`src/hw/cansid_consts.svh`:
```
/*
 * Constants of the standard-mapping identifier buffer: register indices,
 * field positions, reset values and shift lengths.
 * Assumes inclusion by bare name from every file that uses them.
 */
`ifndef CANSID_CONSTS_SVH
`define CANSID_CONSTS_SVH

// register indices; byte address is four times the index
`define CANSID_IDX_HIGH 3'h0
`define CANSID_IDX_LOW 3'h1
`define CANSID_IDX_UNUSED2 3'h2
`define CANSID_IDX_UNUSED3 3'h3
`define CANSID_IDX_CTRL 3'h4
`define CANSID_IDX_STAT 3'h5
`define CANSID_IDX_LSB 2
`define CANSID_IDX_MSB 4
`define CANSID_DEC_LSB 5

// fields of the low identifier register
`define CANSID_IDLO_MSB 7
`define CANSID_IDLO_LSB 5
`define CANSID_RTR_BIT 4
`define CANSID_IDE_BIT 3

// own control and status bits
`define CANSID_CTRL_RX_BIT 0
`define CANSID_STAT_CAP_BIT 0
`define CANSID_STAT_BUSY_BIT 1

`define CANSID_REG_RST 8'h00
`define CANSID_CTRL_RST 1'b0

// identifier flag encodings
`define CANSID_FMT_STD 1'b0
`define CANSID_FMT_EXT 1'b1
`define CANSID_FRAME_DATA 1'b0
`define CANSID_FRAME_REMOTE 1'b1

// arbitration field lengths in bits
`define CANSID_STD_LEN 6'h0D
`define CANSID_EXT_LEN 6'h20
`define CANSID_STD_PAD 19'h00000

`define CANSID_HTRANS_ACT_BIT 1
`define CANSID_HRESP_OKAY 1'b0

`endif

```
`src/hw/cansid_pkg.sv`:
```
/*
 * Types of the standard-mapping identifier buffer.
 * Assumes cansid_consts.svh for the numeric constants.
 */
package cansid_pkg;

   typedef enum logic [1:0] {
      BUS_IDLE = 2'b00,
      BUS_WRITE = 2'b01,
      BUS_RDWAIT = 2'b11,
      BUS_RDOUT = 2'b10
   } cansid_bus_t;

   typedef enum logic {
      SHF_IDLE = 1'b0,
      SHF_RUN = 1'b1
   } cansid_shf_t;

endpackage

```
`src/hw/cansid_regs.sv`:
```
/*
 * Identifier registers of one CAN message buffer in standard mapping,
 * reached over AHB-Lite, with capture from the receiver and an
 * arbitration-field serialiser toward the transmitter.
 * Assumes protocol-engine signals are on sys_clk; a single AHB-Lite slave.
 */
// The address map and the AHB-Lite interface to the registers were decided locally.
// Behaviour
// - a standard identifier is an 11-bit value, bits 10 down to 0, held in the identifier registers.
// - in arbitration identifier bit 10 is sent first, then lower bits in descending order.
// - a numerically smaller identifier has the higher priority.
// - the low identifier register holds identifier bits 2..0 in bits 7..5; the high register holds bits 10..3.
// - a transmit buffer sends the remote-request bit from bit 4 of the low register.
// - a receive buffer stores the received remote-request bit in that flag.
// - the remote-request flag is 0 for a data frame and 1 for a remote frame.
// - a receive buffer sets the format flag in bit 3 to the received frame's format.
// - a transmit buffer uses the format flag to choose standard or extended identifier.
// - the format flag is 0 for standard 11-bit and 1 for extended 29-bit identifiers.
`timescale 1ns/100ps
`include "cansid_consts.svh"

module cansid_regs
   import cansid_pkg::*;
#(
   parameter int ADDR_W = 12,
   parameter int ID_W = 11
) (
   input wire logic sys_clk, // system clock, 25 MHz
   input wire logic rst, // synchronous reset, active high
   input wire logic hsel, // slave select
   input wire logic [ADDR_W-1:0] haddr, // byte address
   input wire logic [1:0] htrans, // transfer type
   input wire logic hwrite, // write when high
   input wire logic [2:0] hsize, // transfer size
   input wire logic [31:0] hwdata, // write data
   input wire logic hready, // bus ready
   output logic hreadyout, // slave ready
   output logic [31:0] hrdata, // read data
   output logic hresp, // response, always okay

   input wire logic txStart, // begin sending the arbitration field
   input wire logic bitTick, // engine consumed one bit
   output logic txBit, // arbitration bit
   output logic txBitValid, // txBit meaningful
   output logic txExtended, // format flag toward the engine
   output logic txDone, // last arbitration bit consumed

   input wire logic rxValid, // received identifier is valid
   input wire logic [ID_W-1:0] rxIdentifier, // received identifier
   input wire logic rxRemote, // received remote-request bit
   input wire logic rxExtended, // received format bit

   input wire logic [ID_W-1:0] rivalIdentifier, // competing identifier
   output logic ownWins // own identifier has priority
);

   // shifter sized for the longest arbitration field
   localparam int FRAME_W = 32;
   localparam int LEN_W = 6;

   cansid_bus_t bus_q, bus_d;
   logic [2:0] idx_q, idx_d;
   logic mapped_q, mapped_d;
   logic [31:0] rdata_q, rdata_d;
   logic [7:0] idHigh_q, idHigh_d;
   logic [7:0] idLow_q, idLow_d;
   logic [7:0] unused2_q, unused2_d;
   logic [7:0] unused3_q, unused3_d;
   logic isRx_q, isRx_d;
   logic captured_q, captured_d;
   logic ownWins_q, ownWins_d;

   logic addrTake;
   logic addrMapped;
   logic [2:0] addrIdx;
   logic wrCommit;
   logic [7:0] wbyte;
   logic [ID_W-1:0] ownId;
   logic [FRAME_W-1:0] frameVec;
   logic [LEN_W-1:0] frameLen;
   logic shfBusy;
   logic rxTake;
   logic txGo;
   logic [ID_W+1:0] stdField;
   logic [31:0] rdSel;

   // per-register write strobes
   logic wrHigh;
   logic wrLow;
   logic wrUnused2;
   logic wrUnused3;
   logic wrCtrl;
   logic wrStat;

   // address phase sampling
   assign addrTake = hsel & hready & htrans[`CANSID_HTRANS_ACT_BIT];
   assign addrIdx = haddr[`CANSID_IDX_MSB:`CANSID_IDX_LSB];
   assign addrMapped = (haddr[ADDR_W-1:`CANSID_DEC_LSB] == '0) &&
                       (addrIdx <= `CANSID_IDX_STAT);
   assign wrCommit = (bus_q == BUS_WRITE) && mapped_q;
   assign wbyte = hwdata[7:0];

   // one strobe per register, in the data phase of a mapped write
   assign wrHigh = wrCommit && (idx_q == `CANSID_IDX_HIGH);
   assign wrLow = wrCommit && (idx_q == `CANSID_IDX_LOW);
   assign wrUnused2 = wrCommit && (idx_q == `CANSID_IDX_UNUSED2);
   assign wrUnused3 = wrCommit && (idx_q == `CANSID_IDX_UNUSED3);
   assign wrCtrl = wrCommit && (idx_q == `CANSID_IDX_CTRL);
   assign wrStat = wrCommit && (idx_q == `CANSID_IDX_STAT);

   // 11-bit identifier: high byte then the top three low bits
   assign ownId = {idHigh_q,
                   idLow_q[`CANSID_IDLO_MSB:`CANSID_IDLO_LSB]};

   assign rxTake = rxValid & isRx_q;
   assign txGo = txStart & ~isRx_q;

   // standard field: identifier, remote bit, format bit
   assign stdField = {ownId, idLow_q[`CANSID_RTR_BIT],
                      idLow_q[`CANSID_IDE_BIT]};

   // arbitration field; standard ignores the third and fourth registers
   always_comb begin
      if (idLow_q[`CANSID_IDE_BIT] == `CANSID_FMT_EXT) begin
         frameVec = {idHigh_q, idLow_q, unused2_q, unused3_q};
         frameLen = `CANSID_EXT_LEN;
      end else begin
         // third and fourth registers take no part
         frameVec = {stdField, `CANSID_STD_PAD};
         frameLen = `CANSID_STD_LEN;
      end
   end

   // value of the indexed register, zero outside its low byte
   always_comb begin
      rdSel = '0;
      if (mapped_q) begin
         unique case (idx_q)
            `CANSID_IDX_HIGH: rdSel[7:0] = idHigh_q;
            `CANSID_IDX_LOW: rdSel[7:0] = idLow_q;
            `CANSID_IDX_UNUSED2: rdSel[7:0] = unused2_q;
            `CANSID_IDX_UNUSED3: rdSel[7:0] = unused3_q;
            `CANSID_IDX_CTRL: begin
               rdSel[`CANSID_CTRL_RX_BIT] = isRx_q;
            end
            `CANSID_IDX_STAT: begin
               rdSel[`CANSID_STAT_CAP_BIT] = captured_q;
               rdSel[`CANSID_STAT_BUSY_BIT] = shfBusy;
            end
            default: begin
               rdSel = '0;
            end
         endcase
      end
   end

   // bus phase tracking; reads take one wait state for registered data
   always_comb begin
      bus_d = bus_q;
      idx_d = idx_q;
      mapped_d = mapped_q;
      rdata_d = rdata_q;
      unique case (bus_q)
         BUS_RDWAIT: begin
            rdata_d = rdSel;
            bus_d = BUS_RDOUT;
         end
         BUS_IDLE, BUS_WRITE, BUS_RDOUT: begin
            if (addrTake) begin
               idx_d = addrIdx;
               mapped_d = addrMapped;
               bus_d = hwrite ? BUS_WRITE : BUS_RDWAIT;
            end else begin
               bus_d = BUS_IDLE;
            end
         end
      endcase
   end

   always_ff @(posedge sys_clk) begin
      if (rst) begin
         bus_q <= BUS_IDLE;
         idx_q <= '0;
         mapped_q <= 1'b0;
         rdata_q <= '0;
      end else begin
         bus_q <= bus_d;
         idx_q <= idx_d;
         mapped_q <= mapped_d;
         rdata_q <= rdata_d;
      end
   end

   // low only in the read wait cycle, while the data register loads
   assign hreadyout = (bus_q != BUS_RDWAIT);
   assign hrdata = rdata_q;
   assign hresp = `CANSID_HRESP_OKAY;

   // identifier bytes; a capture from the receiver wins over a write
   always_comb begin
      idHigh_d = idHigh_q;
      idLow_d = idLow_q;
      unused2_d = unused2_q;
      unused3_d = unused3_q;
      if (wrHigh) begin
         idHigh_d = wbyte;
      end
      if (wrLow) begin
         idLow_d = wbyte;
      end
      if (wrUnused2) begin
         unused2_d = wbyte;
      end
      if (wrUnused3) begin
         unused3_d = wbyte;
      end
      if (rxTake) begin
         // identifier bits 10..3 and 2..0 as received
         idHigh_d = rxIdentifier[ID_W-1:ID_W-8];
         idLow_d[`CANSID_IDLO_MSB:`CANSID_IDLO_LSB] = rxIdentifier[2:0];
         // remote bit stored as received, 1 for a remote frame
         idLow_d[`CANSID_RTR_BIT] = rxRemote;
         // format bit as received, 1 for extended
         idLow_d[`CANSID_IDE_BIT] = rxExtended;
         // third and fourth registers left as they are
      end
   end

   always_ff @(posedge sys_clk) begin
      if (rst) begin
         idHigh_q <= `CANSID_REG_RST;
         idLow_q <= `CANSID_REG_RST;
         unused2_q <= `CANSID_REG_RST;
         unused3_q <= `CANSID_REG_RST;
      end else begin
         idHigh_q <= idHigh_d;
         idLow_q <= idLow_d;
         unused2_q <= unused2_d;
         unused3_q <= unused3_d;
      end
   end

   // role and sticky capture flag; a capture wins over a clear
   always_comb begin
      isRx_d = isRx_q;
      captured_d = captured_q;
      if (wrCtrl) begin
         isRx_d = wbyte[`CANSID_CTRL_RX_BIT];
      end
      if (wrStat && wbyte[`CANSID_STAT_CAP_BIT]) begin
         captured_d = 1'b0;
      end
      if (rxTake) begin
         captured_d = 1'b1;
      end
   end

   always_ff @(posedge sys_clk) begin
      if (rst) begin
         isRx_q <= `CANSID_CTRL_RST;
         captured_q <= 1'b0;
      end else begin
         isRx_q <= isRx_d;
         captured_q <= captured_d;
      end
   end

   // priority: smaller identifier wins; ties do not win
   always_comb begin
      ownWins_d = 1'b0;
      if (ownId < rivalIdentifier) begin
         ownWins_d = 1'b1;
      end
   end

   always_ff @(posedge sys_clk) begin
      if (rst) begin
         ownWins_q <= 1'b0;
      end else begin
         ownWins_q <= ownWins_d;
      end
   end

   assign ownWins = ownWins_q;
   assign txExtended = idLow_q[`CANSID_IDE_BIT];

   cansid_arb_shift #(
      .W(FRAME_W),
      .CW(LEN_W)
   ) u_shift (
      .sys_clk(sys_clk),
      .rst(rst),
      .start(txGo),
      .bitTick(bitTick),
      .vec(frameVec),
      .len(frameLen),
      .serBit(txBit),
      .serValid(txBitValid),
      .busy(shfBusy),
      .done(txDone)
   );

endmodule

```
`src/hw/cansid_arb_shift.sv`:
```
/*
 * Serialiser for the arbitration field: loads a frame vector on start and
 * sends it most significant bit first, one bit per bit tick.
 * Assumes start and bitTick come from protocol logic on sys_clk.
 */
`timescale 1ns/100ps
`include "cansid_consts.svh"

module cansid_arb_shift
   import cansid_pkg::*;
#(
   parameter int W = 32,
   parameter int CW = 6
) (
   input wire logic sys_clk, // system clock
   input wire logic rst, // synchronous reset
   input wire logic start, // load vector and begin
   input wire logic bitTick, // advance one bit
   input wire logic [W-1:0] vec, // field, first bit at top
   input wire logic [CW-1:0] len, // number of bits to send
   output logic serBit, // current bit
   output logic serValid, // serBit is meaningful
   output logic busy, // shift in progress
   output logic done // last bit consumed
);

   cansid_shf_t state_q, state_d;
   logic [W-1:0] shift_q, shift_d;
   logic [CW-1:0] cnt_q, cnt_d;
   logic done_q, done_d;

   always_comb begin
      state_d = state_q;
      shift_d = shift_q;
      cnt_d = cnt_q;
      done_d = 1'b0;
      unique case (state_q)
         SHF_IDLE: begin
            if (start) begin
               shift_d = vec;
               cnt_d = len;
               state_d = SHF_RUN;
            end
         end
         SHF_RUN: begin
            if (bitTick) begin
               shift_d = {shift_q[W-2:0], 1'b0}; // next lower bit
               cnt_d = cnt_q - CW'(1);
               if (cnt_q == CW'(1)) begin
                  state_d = SHF_IDLE;
                  done_d = 1'b1;
               end
            end
         end
      endcase
   end

   always_ff @(posedge sys_clk) begin
      if (rst) begin
         state_q <= SHF_IDLE;
         shift_q <= '0;
         cnt_q <= '0;
         done_q <= 1'b0;
      end else begin
         state_q <= state_d;
         shift_q <= shift_d;
         cnt_q <= cnt_d;
         done_q <= done_d;
      end
   end

   assign serBit = shift_q[W-1]; // top bit goes first
   assign serValid = (state_q == SHF_RUN);
   assign busy = (state_q == SHF_RUN);
   assign done = done_q;

endmodule

```
`config.mk`:
```
export PLATFORM = sky130hd
export DESIGN_NAME = cansid_regs
export DESIGN_NICKNAME = d
export VERILOG_FILES = /design/src/hw/cansid_pkg.sv /design/src/hw/cansid_regs.sv /design/src/hw/cansid_arb_shift.sv
export VERILOG_INCLUDE_DIRS = /design/src /design/src/hw
export SDC_FILE = /design/constraint.sdc
export NUM_CORES = 1
export LEC_CHECK = 0
export ABC_AREA = 1
export BUFFER_PORTS_ARGS = -buffer_cell sky130_fd_sc_hd__clkbuf_2
export CORE_MARGIN = 3
export CORE_UTILIZATION = 48
export DETAILED_ROUTE_END_ITERATION = 10
export GPL_TIMING_DRIVEN = 0
export PLACE_DENSITY_LB_ADDON = 0.15
export SLEW_MARGIN = 20
export SYNTH_ARGS = -nofsm -noshare
export SYNTH_HDL_FRONTEND = slang
export SYNTH_HIERARCHICAL = 1
export SYNTH_SLANG_ARGS = --single-unit
```
`constraint.sdc`:
```
create_clock -name sys_clk -period 1.15 [get_ports sys_clk]
set_input_delay 0.1725 -clock sys_clk [delete_from_list [all_inputs] [get_ports sys_clk]]
set_output_delay 0.1725 -clock sys_clk [all_outputs]
set_load 0.03 [all_outputs]
```
# Yosys cells after proc, flatten, opt, wreduce, memory -nomap -nowiden

Index checks and enable logic that the tools add are counted.

Word-level logic and storage cells: 84
Flip-flop bits (word level): 113
Input bits: 81

Equality and inequality tests: 12
Bitwise operators: 7
Reduce and logical (&&, ||, !) cells: 19
$add $sub $neg: 1
Multiplexer cells: 27
$lt $le $gt $ge: 2

Operator list:

| kind                                              | number |
|---|---|
| two-way mux 32 bit                                | 2 |
| one-hot mux 32 bit (2 select lines)               | 1 |
| two-way mux 8 bit                                 | 4 |
| one-hot mux 6 bit (4 select lines)                | 1 |
| two-way mux 20 bit                                | 1 |
| two-way mux 6 bit                                 | 3 |
| one-hot mux 6 bit (2 select lines)                | 1 |
| less-than comparator 11 bit                       | 1 |
| logical AND 1 bit                                 | 9 |
| logical NOT 7 bit                                 | 1 |
| two-way mux 1 bit                                 | 7 |
| == test 3 x 2 -> 1 bit (second input constant)    | 2 |
| == test 3 bit (second input constant)             | 2 |
| == test 6 x 1 -> 1 bit (second input constant)    | 1 |
| inequality test 2 bit (second input constant)     | 3 |
| one-hot mux 1 bit (6 select lines)                | 1 |
| nonzero test 2 bit                                | 3 |
| OR reduction 3 bit                                | 2 |
| subtractor 6 x 1 -> 6 bit (second input constant) | 1 |
| two-way mux 5 bit                                 | 1 |
| one-hot mux 1 bit (5 select lines)                | 1 |
| AND 1 bit                                         | 4 |
| == test 2 bit (second input constant)             | 2 |
| two-way mux 2 bit                                 | 2 |
| 9 further kinds                                   | 12 |

# Longest topological paths before layout

Gate-level depths: netlist (run 1).

Depth after elaboration: 6
Depth in mapped cells: 9
Gate-level depth less buffers: 9

# Cells and area by module

Netlist (run 1), hierarchy kept.

By module, submodules not included:

| module           | seq. area each (µm²) | cells each | area an instance (µm²) | times used |
|---|---|---|---|---|
| cansid_regs      | 980.9                | 429        | 2856.5                 | 1 |
| cansid_arb_shift | 800.8                | 243        | 1795.5                 | 1 |

# Worst setup path before layout (run 1)

OpenSTA, ideal clock, no wires.

Path type: register to register
Start point: reg idLow_q[3]
End point: reg u_shift.shift_q[4]
Clock period less this slack: 1.228 ns
Cell stages (with the launch flop): 6
Setup slack: -0.078 ns
Buffers on the path: 1
Arrival: 1.154 ns
Cell sequence: dfxtp_1 > clkbuf_1 > nand2_1 > inv_1 > nand2_1 > a31oi_1

Word-level cells in the longest chain between the ends: 3

RTL lines:

| item                                | RTL line               | RTL |
|---|---|---|
| start: declaration                  | cansid_regs.sv:66      | `logic [7:0] idLow_q, idLow_d;` |
| start signal: assignment            | cansid_regs.sv:232     | `` idLow_q <= `CANSID_REG_RST; `` |
| start signal: assignment            | cansid_regs.sv:237     | `idLow_q <= idLow_d;` |
| two-way mux 20 bit                  | cansid_regs.sv:124     | `` if (idLow_q[`CANSID_IDE_BIT] == `CANSID_FMT_EXT) begin `` |
| named net frameVec[4]               | cansid_regs.sv:79      | `logic [FRAME_W-1:0] frameVec;` |
| two-way mux 32 bit                  | cansid_arb_shift.sv:39 | `if (start) begin` |
| one-hot mux 32 bit (2 select lines) | cansid_arb_shift.sv:37 | `unique case (state_q)` |
| end signal: assignment              | cansid_arb_shift.sv:66 | `shift_q <= shift_d;` |
| end: declaration                    | cansid_arb_shift.sv:28 | `logic [W-1:0] shift_q, shift_d;` |

The timed path passes the listed nets, and every way through them passes these cells. The select of a mux whose other input is x is not followed.
A chain may end at the register's enable or synchronous reset.

# Worst setup path in the final report (run 1)

Start point: reg idx_q[2]
End point: reg unused3_q[6]

Word-level cells in the longest chain between the ends: 2

RTL lines:

| item                     | RTL line           | RTL |
|---|---|---|
| start: declaration       | cansid_regs.sv:62  | `logic [2:0] idx_q, idx_d;` |
| start signal: assignment | cansid_regs.sv:188 | `idx_q <= idx_d;` |
| == test 3 x 2 -> 1 bit   | -                  |  |
| logical AND 1 bit        | cansid_regs.sv:107 | `` assign wrUnused3 = wrCommit && (idx_q == `CANSID_IDX_UNUSED3); `` |
| end signal: assignment   | cansid_regs.sv:234 | `` unused3_q <= `CANSID_REG_RST; `` |
| end signal: assignment   | cansid_regs.sv:239 | `unused3_q <= unused3_d;` |
| end: declaration         | cansid_regs.sv:68  | `logic [7:0] unused3_q, unused3_d;` |

Every way passes these cells.

==> metrics.log, run 1 <==
INFO  metric ant_nets = 0
INFO  metric grt_pass1_wl = 21180 um
INFO  metric layout-drive-gt1-share = 38.42%
INFO  metric start_util = 49.87%
INFO  metric initial_antenna_violation_count = 0
INFO  metric first_global_vias = 4532
INFO  metric synth.yosys.warnings = 6
INFO  metric tritoncts = built
INFO  metric vias = 4850
INFO  metric numClockSinks = 89
INFO  metric globalplace.congestion = 0.9306
INFO  metric r2r.worst_path.cells = 8
INFO  metric ir_drop = 0.0006583 V
INFO  metric cts_root_buffer = sky130_fd_sc_hd__clkbuf_8
INFO  metric number_of_maximum_capacitance_constraint_violations = 0
INFO  metric cts.clk_slew.worst_paths = 90 ps
INFO  metric nNetsFinal = 900
INFO  metric port_buffers = 64
INFO  metric final-setup-viol-count = 73
INFO  metric tritoncts.num_buffers = 9
INFO  metric worst-path-max-fanout = 8
INFO  metric fp.dieH = 104.4 um
INFO  metric clk_path_buf_depth = 2
INFO  metric wl_per_cell = 14.40 um
INFO  metric count_of_endpoints_failing_hold_in_the_final_timing_report = 0
INFO  metric inst_count_dp = 891
INFO  metric post-route-worst-setup-slack = -142.8 ps
INFO  metric report.power.total = 6.837 mW
INFO  metric register_area_share_after_synthesis = 38.30%
INFO  metric status = complete, but fails checks
INFO  metric maximum_number_of_pins_on_one_net_before_global_route_repair = 16
INFO  metric worst_pin_slew = 601.3 ps
INFO  metric core = 0.009328 mm^2
INFO  metric num_rows = 35
INFO  metric crit-reg2reg-launch = idx_q[2]
INFO  metric final_skew = 9.709 ps
INFO  metric final_cell_count_no_fill = 941
INFO  metric grt_overflow = 0
INFO  metric post_synth.cell_area_avg = 6.923 um^2
INFO  metric hold_start = haddr[7]
INFO  metric drtPass1Iterations = 5
INFO  metric wl = 13550 um
INFO  metric detailed_place_hpwl = 9539 um
INFO  metric worstSetupEndpointType = register
INFO  metric worst-endpoint-required = 1410 ps
INFO  metric worstSetupStartpointType = register
INFO  metric route.detailed.drc = 0
INFO  metric slew_violations = 0
INFO  metric fin_crit_sh = 112.4%
INFO  metric drt-initial-drc-count = 320
INFO  metric vias_per_cell = 5.154
INFO  metric synth.ff_latch_count = 89
INFO  metric worstHoldPathCells = 4
INFO  metric yosys.cell_types.count = 28
INFO  metric achievable-frequency = 773.5 MHz
INFO  metric ios = 120
INFO  metric rsz_0062_raised_after_global_routing = yes
INFO  metric slew_headroom = 59.91%
INFO  metric antenna_cells_inserted = 0
INFO  metric dieArea = 0.01091 mm^2
INFO  metric grt_util_all_layers = 23.56%
INFO  metric die_w = 104.4 um
INFO  metric areaGrowthSynthToFinish = 37.84%
INFO  metric whs_endpoint = mapped_q
INFO  metric regToRegEndpoint = unused3_q[6]
INFO  metric worstHoldPathType = input pin to register
INFO  metric min_period = 1293 ps
INFO  metric cp_data_arrival_time = 1550 ps
INFO  metric path_class = register to register
INFO  metric reg2reg_slack = -140 ps
INFO  metric leakage = 2.815 nW
INFO  metric dpl_worst_slack = -260.4 ps
INFO  metric power_density = 1066 mW/mm^2
INFO  metric insertion_delay = 370 ps
INFO  metric synth_area = 0.004652 mm^2
INFO  metric htreeDepth = 3
INFO  metric violations = setup timing
INFO  metric postSynthCellCount = 672
==> cell type report <==
cell class	count	area, um^2
timing repair buffer	97	654.4
inverter	69	294.0
sequential	89	1834
multi-input combinational	486	2839
buffer	55	435.4
tap	129	161.4
clock inverter	6	66.31
fill	802	2915
clock buffer	10	127.6
==> kinds of logic (layout without fill, tap and decap cells) <==
group | after synthesis | in the layout | share of synthesized area (%)
and+or+nand+nor | 285 | 287 | 26.28
AOI/OAI and AO/OA | 160 | 160 | 18.32
buffers and inverters | 125 | 237 | 13.80
DFF | 89 | 89 | 38.30
adders and majority gates | 12 | 12 | 3.227
other | 1 | 27 | 0.08061
==> what timing repair did <==
action	4_1_cts	5_1_grt
setup endpoints to repair	87	88
buffers inserted	9	18
resized for setup	94	120
pin swaps	17	27
gates cloned	4	4
hold buffers	0	0
==> Yosys cell counts (all sizes together) <==
cell	number	area, um^2
a21oi	45	225.2
a31oi	41	256.5
buf	46	342.8
clkbuf	10	37.54
conb	1	3.750
dfxtp	89	1782
ha	12	150.1
inv	69	261.5
nand2	174	665.6
nand3	31	172.7
nand3b	1	7.510
nand4	8	50.05
nor2	65	294.0
nor3	4	20.02
nor4	1	6.260
o21ai	74	370.4
or2	1	6.260
==> layer usage <==
layer | vias up | share of wire, % | wire [um] | GRT usage (%)
met1 | 2232 | 41 | 5608 | 28.67
li1 | 2435 | - | - | -
met5 | - | 0 | 0 | 0
met4 | 0 | 3.0 | 402 | 8.357
met3 | 30 | 4.5 | 611 | 4.159
met2 | 153 | 51 | 6924 | 41.51
==> report_power, final <==
part,internal [mW],switching (mW),total (mW)
combinational,0.562,0.767,1.33
clock,1.02,1.17,2.19
sequential,3.20,0.123,3.32
total,4.78,2.06,6.84
==> critical path, cell delays in order, from the launching register on <==
cell and delay [ps]:
sky130_fd_sc_hd__dfxtp_2 330, sky130_fd_sc_hd__buf_6 130, sky130_fd_sc_hd__inv_8 90, sky130_fd_sc_hd__nand3_4 120, sky130_fd_sc_hd__nor2_4 140, sky130_fd_sc_hd__inv_4 70, sky130_fd_sc_hd__buf_6 140, sky130_fd_sc_hd__o21ai_2 120
sky130_fd_sc_hd__a21oi_1 50
==> per-stage QoR <==
stage / hold slack, ps / util (%) / setup TNS, ps / instance area, um^2
after CTS: 43.01 / 62.32 / -3430 / 5813
after detailed placement: 440.7 / 56.31 / -13920 / 5253
after global placement: 440.5 / 56.31 / -11760 / 5253
final: 53.90 / 68.75 / -4414 / 6412
after global routing: 53.99 / 68.75 / -9808 / 6412
after floorplan: 234.5 / - / -107.4 / 4771
==> worst max path at each step <==
stage | startpoint | end | cells past startpoint
6_report | idx_q[2] | unused3_q[6] | 8
5_1_grt | bus_q[0] | idHigh_q[2] | 8
4_1_cts | bus_q[0] | unused3_q[7] | 8
3_5_place_dp | isRx_q | idLow_q[3] | 5
3_3_place_gp | isRx_q | idLow_q[3] | 5
2_1_floorplan | bus_q[0] | unused3_q[6] | 8
==> placed cells by master, fill, tap and decap left out, drive strengths merged <==
| master | instances |
|---|---|
| inv | 71 |
| nand2 | 175 |
| nor4 | 1 |
| a21oi | 45 |
| dfxtp | 89 |
| o21ai | 74 |
| a31oi | 41 |
| buf | 78 |
| clkbuf | 84 |
| or2 | 1 |
| ha | 12 |
| conb | 27 |
| nand3b | 1 |
| nand4 | 8 |
| nor3 | 4 |
| clkinv | 3 |
| nand3 | 31 |
| nor2 | 66 |
| bufinv | 1 |
==> sequential cells by signal (all words and copies together), names as in the netlist <==
name / count
u_shift/cnt_q: 6
unused3_q: 8
u_shift/busy: 1
mapped_q: 1
ownWins: 1
captured_q: 1
idHigh_q: 8
u_shift/shift_q: 32
bus_q: 2
idx_q: 3
hrdata: 8
isRx_q: 1
u_shift/done: 1
unused2_q: 8
idLow_q: 8
No activity file was read; power rests on OpenSTA's default activity.
==> run 2, diff against run 1 <==
Settings changed: CORE_UTILIZATION 48 to 50, MAX_ROUTING_LAYER set to met4, SLEW_MARGIN 20 to 40.
Clock period 1.15 ns to 1.4 ns, I/O delays scaled along.
==> run 2 against run 1 <==
Net effect:
- the flow now finishes without violations
- critical path depth is 3 lower
- worst setup slack better by 210 ps
- sequential share of layout area is 3.9 points higher
- sequential power is 18% lower
- utilization is 6.8 points lower
- worst hold slack better by 53 ps
- fmax is 3.3% lower
- design area is 14% lower
- critical path type unchanged
- largest power group unchanged
==> metrics.log, run 2 (same netlist as run 1, synthesis figures left out) <==
INFO  metric wl = 12310 um (-9.1%)
INFO  metric numClockSinks = 89 (unchanged)
INFO  metric critical_path.most_common_cell = sky130_fd_sc_hd__nand2_1
INFO  metric vias = 4661 (-3.9%)
INFO  metric worstHoldPathType = input pin to register
INFO  metric power.combinational.fraction = 15.4% (-4.0 points)
INFO  metric nNetsFinal = 870 (-3.3%)
INFO  metric drtPass1Iterations = 5 (unchanged)
INFO  metric multi_input_area = 0.002367 mm^2 (-17%)
INFO  metric layout_commonest_cell = sky130_fd_sc_hd__nand2_1
INFO  metric inst_count_dp = 870 (-2.4%)
INFO  metric num_rows = 34 (-2.9%)
INFO  metric core = 0.008891 mm^2 (-4.7%)
INFO  metric min_period = 1337 ps (+43.77 ps)
INFO  metric largest_register_by_flop_count = u_shift/shift_q
INFO  metric p_sw = 1.489 mW (-28%)
INFO  metric slew_headroom = 65.08% (+5.2 points)
INFO  metric switching_share = 27.82% (-2.3 points)
INFO  metric drt-initial-drc-count = 289 (-9.7%)
INFO  metric detailed_place_hpwl = 9436 um (-1.1%)
INFO  metric cp_data_arrival_time = 1610 ps (+60 ps)
INFO  metric worstPathCellList = nand2_1 -> inv_4 -> buf_4 -> nand2_1 -> a31oi_1
INFO  metric crit_family = flip-flops
INFO  metric count_of_endpoints_failing_hold_in_the_final_timing_report = 0 (unchanged)
INFO  metric grt_util_all_layers = 24.78% (+1.2 points)
INFO  metric die_w = 102.5 um (-1.9%)
INFO  metric fin_crit_sh = 95.47% (-17 points)
INFO  metric worst-endpoint-required = 1670 ps (+260 ps)
INFO  metric cts.clk_slew.worst_paths = 90 ps (about the same)
INFO  metric globalplace.congestion = 1.037 (+11%)
INFO  metric worst_path_max_delay_cell = sky130_fd_sc_hd__dfxtp_1
INFO  metric fillerInstances = 845 (+5.4%)
INFO  metric worstSetupEndpointType = register
INFO  metric cts_root_buffer = sky130_fd_sc_hd__clkbuf_8
INFO  metric insertion_delay = 360 ps (about the same)
INFO  metric register_area = 0.001789 mm^2 (-2.5%)
INFO  metric clk_path_buf_depth = 2 (unchanged)
INFO  metric report.power.total = 5.351 mW (-22%)
INFO  metric ios = 120 (unchanged)
INFO  metric leakage = 2.506 nW (-11%)
INFO  metric final-setup-viol-count = 0 (-100%)
INFO  metric first_global_vias = 4321 (-4.7%)
INFO  metric wl_per_cell = 13.85 um (-3.8%)
INFO  metric areaGrowthSynthToFinish = 18.40%
INFO  metric final_cell_count_no_fill = 889 (-5.5%)
INFO  metric grt_overflow = 0 (unchanged)
INFO  metric layout-drive-gt1-share = 21.64% (-17 points)
INFO  metric power_density = 971.6 mW/mm^2 (-8.9%)
INFO  metric achievable-frequency = 748.2 MHz (-3.3%)
INFO  metric maximum_number_of_pins_on_one_net_before_global_route_repair = 15 (-1)
INFO  metric initial_antenna_violation_count = 0 (unchanged)
INFO  metric top_layer = met4
INFO  metric htreeDepth = 3 (unchanged)
INFO  metric start_util = 52.32% (+2.4 points)
INFO  metric route.detailed.drc = 0 (unchanged)
INFO  metric path_class = register to register
INFO  metric critPathBufInv = 2 (-2)
INFO  metric ir_drop = 0.0005787 V (-12%)
INFO  metric largest_reg_flops = 32 (unchanged)
INFO  metric port_buffers = 64 (unchanged)
INFO  metric slew_violations = 0 (unchanged)
INFO  metric met2_wirelength = 5939 um (-14%)
INFO  metric ant_nets = 0 (unchanged)
INFO  metric rsz_0062_raised_after_global_routing = yes
INFO  metric worst_pin_slew = 523.7 ps (-77.57 ps)
INFO  metric utilization = 61.95% (-6.8 points)
INFO  metric fp.dieH = 102.5 um (-1.9%)
INFO  metric route.met3.wl = 731 um (+20%)
INFO  metric worst-path-max-fanout = 10 (+2)
INFO  metric dieArea = 0.01050 mm^2 (-3.8%)
INFO  metric antenna_cells_inserted = 0 (unchanged)
INFO  metric clockPowerShare = 33.8% (+1.8 points)
INFO  metric register_share_of_total_power = 50.8% (+2.3 points)
INFO  metric worstSetupStartpointType = register
INFO  metric tritoncts.num_buffers = 9 (unchanged)
INFO  metric final_skew = 11.89 ps (+2.179 ps)
INFO  metric tritoncts = built
INFO  metric cell_internal_pwr = 3.863 mW (-19%)
INFO  metric status = completed
INFO  metric vias_per_cell = 5.243 (+1.7%)
INFO  metric number_of_maximum_capacitance_constraint_violations = 0 (unchanged)
INFO  metric grt_pass1_wl = 19870 um (-6.2%)
INFO  metric layout.cells.most_common_list = 171 x sky130_fd_sc_hd__nand2_1, 83 x sky130_fd_sc_hd__dfxtp_1, 67 x sky130_fd_sc_hd__clkbuf_2
INFO  metric detail_route.wirelength.met1 = 5290 um (-5.7%)
INFO  metric stage_delay_of_the_slowest_cell_on_the_critical_path = 450 ps (+120 ps)
## run 2: cell count changes in the layout (fill, tap and decap cells not counted), sizes merged
cell	change
clkbuf	+2
nand2	-1
clkinv	-3
clkinvlp	+3
inv	-2
buf	-30
## run 2: path summary, 6_finish.rpt
kind	cells after the start	endpoint	startpoint	slack [ps]
max	5	idLow_q[4]	isRx_q	60
min	3	idHigh_q[4]	rxIdentifier[7]	110
max reg2reg	5	idLow_q[4]	isRx_q	60
min reg2reg	2	u_shift/shift_q[0]	u_shift/shift_q[0]	460
## run 2: final cells by class
class	count	share of cell area, %
clock buffer	11	2.749
buffer	56	7.224
sequential	89	32.49
inverter	69	4.930
multi-input combinational	485	42.98
tap	108	2.453
clock inverter	4	0.9541
timing repair buffer	67	6.224
## run 2: per-layer routing
| layer | vias up | GRT usage, % |
|---|---|---|
| li1 | 2371 | - |
| met1 | 2096 | 30.45 |
| met2 | 164 | 39.82 |
| met3 | 30 | 4.846 |
| met4 | 0 | 10.09 |
| met5 | - | - |
## run 2: worst register-to-register path: cells and delay by family, from the launching register on
kind / cells / cell delay, ps
flops: 1 / 450
simple gates: 2 / 300
compound gates: 1 / 170
buf+inv: 2 / 340
## run 2: power groups by stage
stage	combinational (mW)	clock, mW	sequential (mW)
after global placement	0.780	0	2.77
after CTS	0.799	1.85	2.71
after detailed placement	0.795	0	2.77
after global routing	0.915	1.95	2.73
final	0.825	1.81	2.72
after floorplan	0.582	0	2.76
## run 2: timing repair
| action | CTS | global route |
|---|---|---|
| buffers inserted | 0 | 3 |
| setup endpoints to repair | 6 | 77 |
| pin swaps | 0 | 2 |
| resized for setup | 2 | 33 |
| cloned | 0 | 1 |
| hold buffers | 0 | 0 |
| hold endpoints to repair | 0 | 0 |
## run 2: stage by stage
stage	hold slack, ps	cell area (um^2)	TNS [ps]	worst slack (ps)
final	107.3	5508	0	63.45
after detailed placement	457.4	5205	-6.880	-6.880
after global routing	84.48	5508	-173.8	-39.33
after CTS	90.32	5410	0	0.7476
after global placement	452.7	5205	0	42.25
after floorplan	279.1	4750	0	172.0
==> run 3, diff against run 2 <==
Settings changed: PLACE_DENSITY_LB_ADDON 0.15 to 0.1, SETUP_SLACK_MARGIN set to 0.5, TNS_END_PERCENT set to 10.
==> run 3 against run 2 <==
Net effect:
- fmax fell by 2.1%
- first-iteration DRC count is 22% lower
- sequential power about the same
- final cell count up 2.6%
- global-route usage is 0.35 points higher
- largest cell class unchanged
- non-clock buffer count is 23 higher
- combinational power up 9.5%
- clock skew rose by 0.88 ps
- sequential share of layout area fell by 1.8 points
- sequential cell count unchanged
- utilization up 5.1 points
==> metrics.log, run 3 (same netlist as run 1, synthesis figures left out) <==
INFO  metric grt_util_all_layers = 25.13% (+0.35 points)
INFO  metric wl_per_cell = 14.19 um (+2.5%)
INFO  metric final-setup-viol-count = 0 (unchanged)
INFO  metric rsz_0062_raised_after_global_routing = yes
INFO  metric power_density = 927.8 mW/mm^2 (-4.5%)
INFO  metric layout_commonest_cell = sky130_fd_sc_hd__nand2_1
INFO  metric critical_path.most_common_cell = sky130_fd_sc_hd__nand2_1
INFO  metric worst-path-max-fanout = 8 (-2)
INFO  metric worstSetupPathDepth = 9 (+4)
INFO  metric globalplace.congestion = 1.004 (-3.2%)
INFO  metric worstSetupEndpointType = register
INFO  metric grt_pass1_wl = 20140 um (+1.4%)
INFO  metric reg2reg_slack = 40 ps (-30 ps)
INFO  metric slew_violations = 0 (unchanged)
INFO  metric cts.clk_slew.worst_paths = 90 ps (about the same)
INFO  metric insertion_delay = 360 ps (about the same)
INFO  metric ir_drop = 0.0003974 V (-31%)
INFO  metric dieArea = 0.01050 mm^2 (unchanged)
INFO  metric vias = 4766 (+2.3%)
INFO  metric layout-drive-gt1-share = 29.60% (+8.0 points)
INFO  metric min_period = 1365 ps (+28.06 ps)
INFO  metric largest_register_by_flop_count = u_shift/shift_q
INFO  metric drt-initial-drc-count = 225 (-22%)
INFO  metric status = completed
INFO  metric count_of_endpoints_failing_hold_in_the_final_timing_report = 0 (unchanged)
INFO  metric fillerInstances = 779 (-7.8%)
INFO  metric initial_antenna_violation_count = 0 (unchanged)
INFO  metric numClockSinks = 89 (unchanged)
INFO  metric tritoncts = built
INFO  metric final_skew = 12.77 ps (+0.8785 ps)
INFO  metric die_w = 102.5 um (unchanged)
INFO  metric route.detailed.drc = 0 (unchanged)
INFO  metric fp.dieH = 102.5 um (unchanged)
INFO  metric worstPathCellList = buf_8 -> nor2_4 -> buf_4 -> nand3_1 -> nand2_1 -> nor2_1 -> nand2_1 -> nand2_1 -> a21oi_1
INFO  metric maximum_number_of_pins_on_one_net_before_global_route_repair = 15 (unchanged)
INFO  metric path_class = register to register
INFO  metric fin_crit_sh = 97.47% (+2.0 points)
INFO  metric nNetsFinal = 893 (+2.6%)
INFO  metric register_share_of_total_power = 48.8% (-2.0 points)
INFO  metric worst-endpoint-required = 1690 ps (+20 ps)
INFO  metric first_global_vias = 4314 (-0.16%)
INFO  metric core = 0.008891 mm^2 (unchanged)
INFO  metric p_sw = 1.559 mW (+4.7%)
INFO  metric clk_path_buf_depth = 2 (unchanged)
INFO  metric drtPass1Iterations = 5 (unchanged)
INFO  metric port_buffers = 64 (unchanged)
INFO  metric areaGrowthSynthToFinish = 28.21%
INFO  metric antenna_cells_inserted = 0 (unchanged)
INFO  metric leakage = 2.676 nW (+6.8%)
INFO  metric stage_delay_of_the_slowest_cell_on_the_critical_path = 330 ps (-120 ps)
INFO  metric detailed_place_hpwl = 9247 um (-2.0%)
INFO  metric cell_internal_pwr = 3.975 mW (+2.9%)
INFO  metric ant_nets = 0 (unchanged)
INFO  metric wl = 12940 um (+5.1%)
INFO  metric htreeDepth = 3 (unchanged)
INFO  metric final.setup.tns = 0 ps (unchanged)
INFO  metric grt_overflow = 0 (unchanged)
INFO  metric slew_headroom = 64.15% (-0.94 points)
INFO  metric post-route-worst-setup-slack = 35.39 ps (-28.06 ps)
INFO  metric worst_path_max_delay_cell = sky130_fd_sc_hd__dfxtp_2
INFO  metric register_area = 0.001829 mm^2 (+2.2%)
INFO  metric hold-worst-slack = 99.55 ps (-7.736 ps)
INFO  metric worstHoldPathCells = 4 (+1)
INFO  metric report.power.total = 5.534 mW (+3.4%)
INFO  metric layout.cells.most_common_list = 156 x sky130_fd_sc_hd__nand2_1, 73 x sky130_fd_sc_hd__dfxtp_1, 64 x sky130_fd_sc_hd__clkbuf_2
INFO  metric critPathBufInv = 2 (unchanged)
INFO  metric start_util = 52.32% (unchanged)
INFO  metric multi_input_area = 0.002581 mm^2 (+9.0%)
INFO  metric worstHoldPathType = input pin to register
INFO  metric tritoncts.num_buffers = 9 (unchanged)
INFO  metric largest_reg_flops = 32 (unchanged)
INFO  metric cp_data_arrival_time = 1660 ps (+50 ps)
INFO  metric num_rows = 34 (unchanged)
INFO  metric worstSetupStartpointType = register
INFO  metric power.combinational.fraction = 16.3% (+0.9 points)
INFO  metric vias_per_cell = 5.226 (-0.33%)
INFO  metric crit_family = simple AND/OR/NAND/NOR gates
INFO  metric clockPowerShare = 34.9% (+1.1 points)
INFO  metric ios = 120 (unchanged)
INFO  metric switching_share = 28.18% (+0.36 points)
INFO  metric achievable-frequency = 732.8 MHz (-2.1%)
INFO  metric r2r.worst_path.cells = 9 (+4)
INFO  metric cts_root_buffer = sky130_fd_sc_hd__clkbuf_8
INFO  metric dpl_worst_slack = -15.57 ps (-8.693 ps)
INFO  metric worst_pin_slew = 537.8 ps (+14.04 ps)
INFO  metric number_of_maximum_capacitance_constraint_violations = 0 (unchanged)
[run 3: path summary, 6_finish.rpt]
check                    to  startpoint
setup / recovery  hrdata[0]    idx_q[0]
hold / removal     bus_q[1]      hwrite
setup reg to reg  hrdata[0]    idx_q[0]
hold reg to reg   hrdata[7]   hrdata[7]
[run 3: timing repair]
action	4_1_cts	5_1_grt
cloned	3	0
gates resized for setup	67	29
setup buffers	15	9
pin swaps	21	10
endpoints found under the setup margin	102	102
hold buffers	0	0
[run 3: stage by stage]
step                area, um^2  cells  utilization, %
floorplan                 4788    698               -
detailed placement        5244    870           58.98
global placement          5244    870           58.98
CTS                       5784    903           65.06
finish                    5964    912           67.08
global route              5964    912           67.08
[run 3: per-layer routing]
layer | GRT usage [%] | routed length (um)
met1 | 31.84 | 5566
met2 | 38.93 | 6103
met3 | 4.846 | 839
met4 | 11.00 | 427
met5 | - | 0
[run 3: layout make-up]
cell class	instances	area share, %
Inverter	69	4.762
Clock buffer	10	2.140
Timing Repair Buffer	90	8.748
Buffer	56	6.818
Multi-Input combinational cell	485	43.28
Tap cell	108	2.266
Clock inverter	5	1.322
Sequential cell	89	30.67
[run 3: worst min-delay path, delay by kind of cell]
family	cells	cell delay [ps]
buffers and inverters	1	80
and+or+nand+nor	3	140
[run 3: power by group through the flow]
stage | Combinational [mW] | Clock [mW] | Sequential, mW
final | 0.903 | 1.93 | 2.70
after global routing | 0.996 | 2.05 | 2.71
after CTS | 0.859 | 1.93 | 2.71
after detailed placement | 0.800 | 0 | 2.77
after global placement | 0.789 | 0 | 2.76
after floorplan | 0.591 | 0 | 2.76
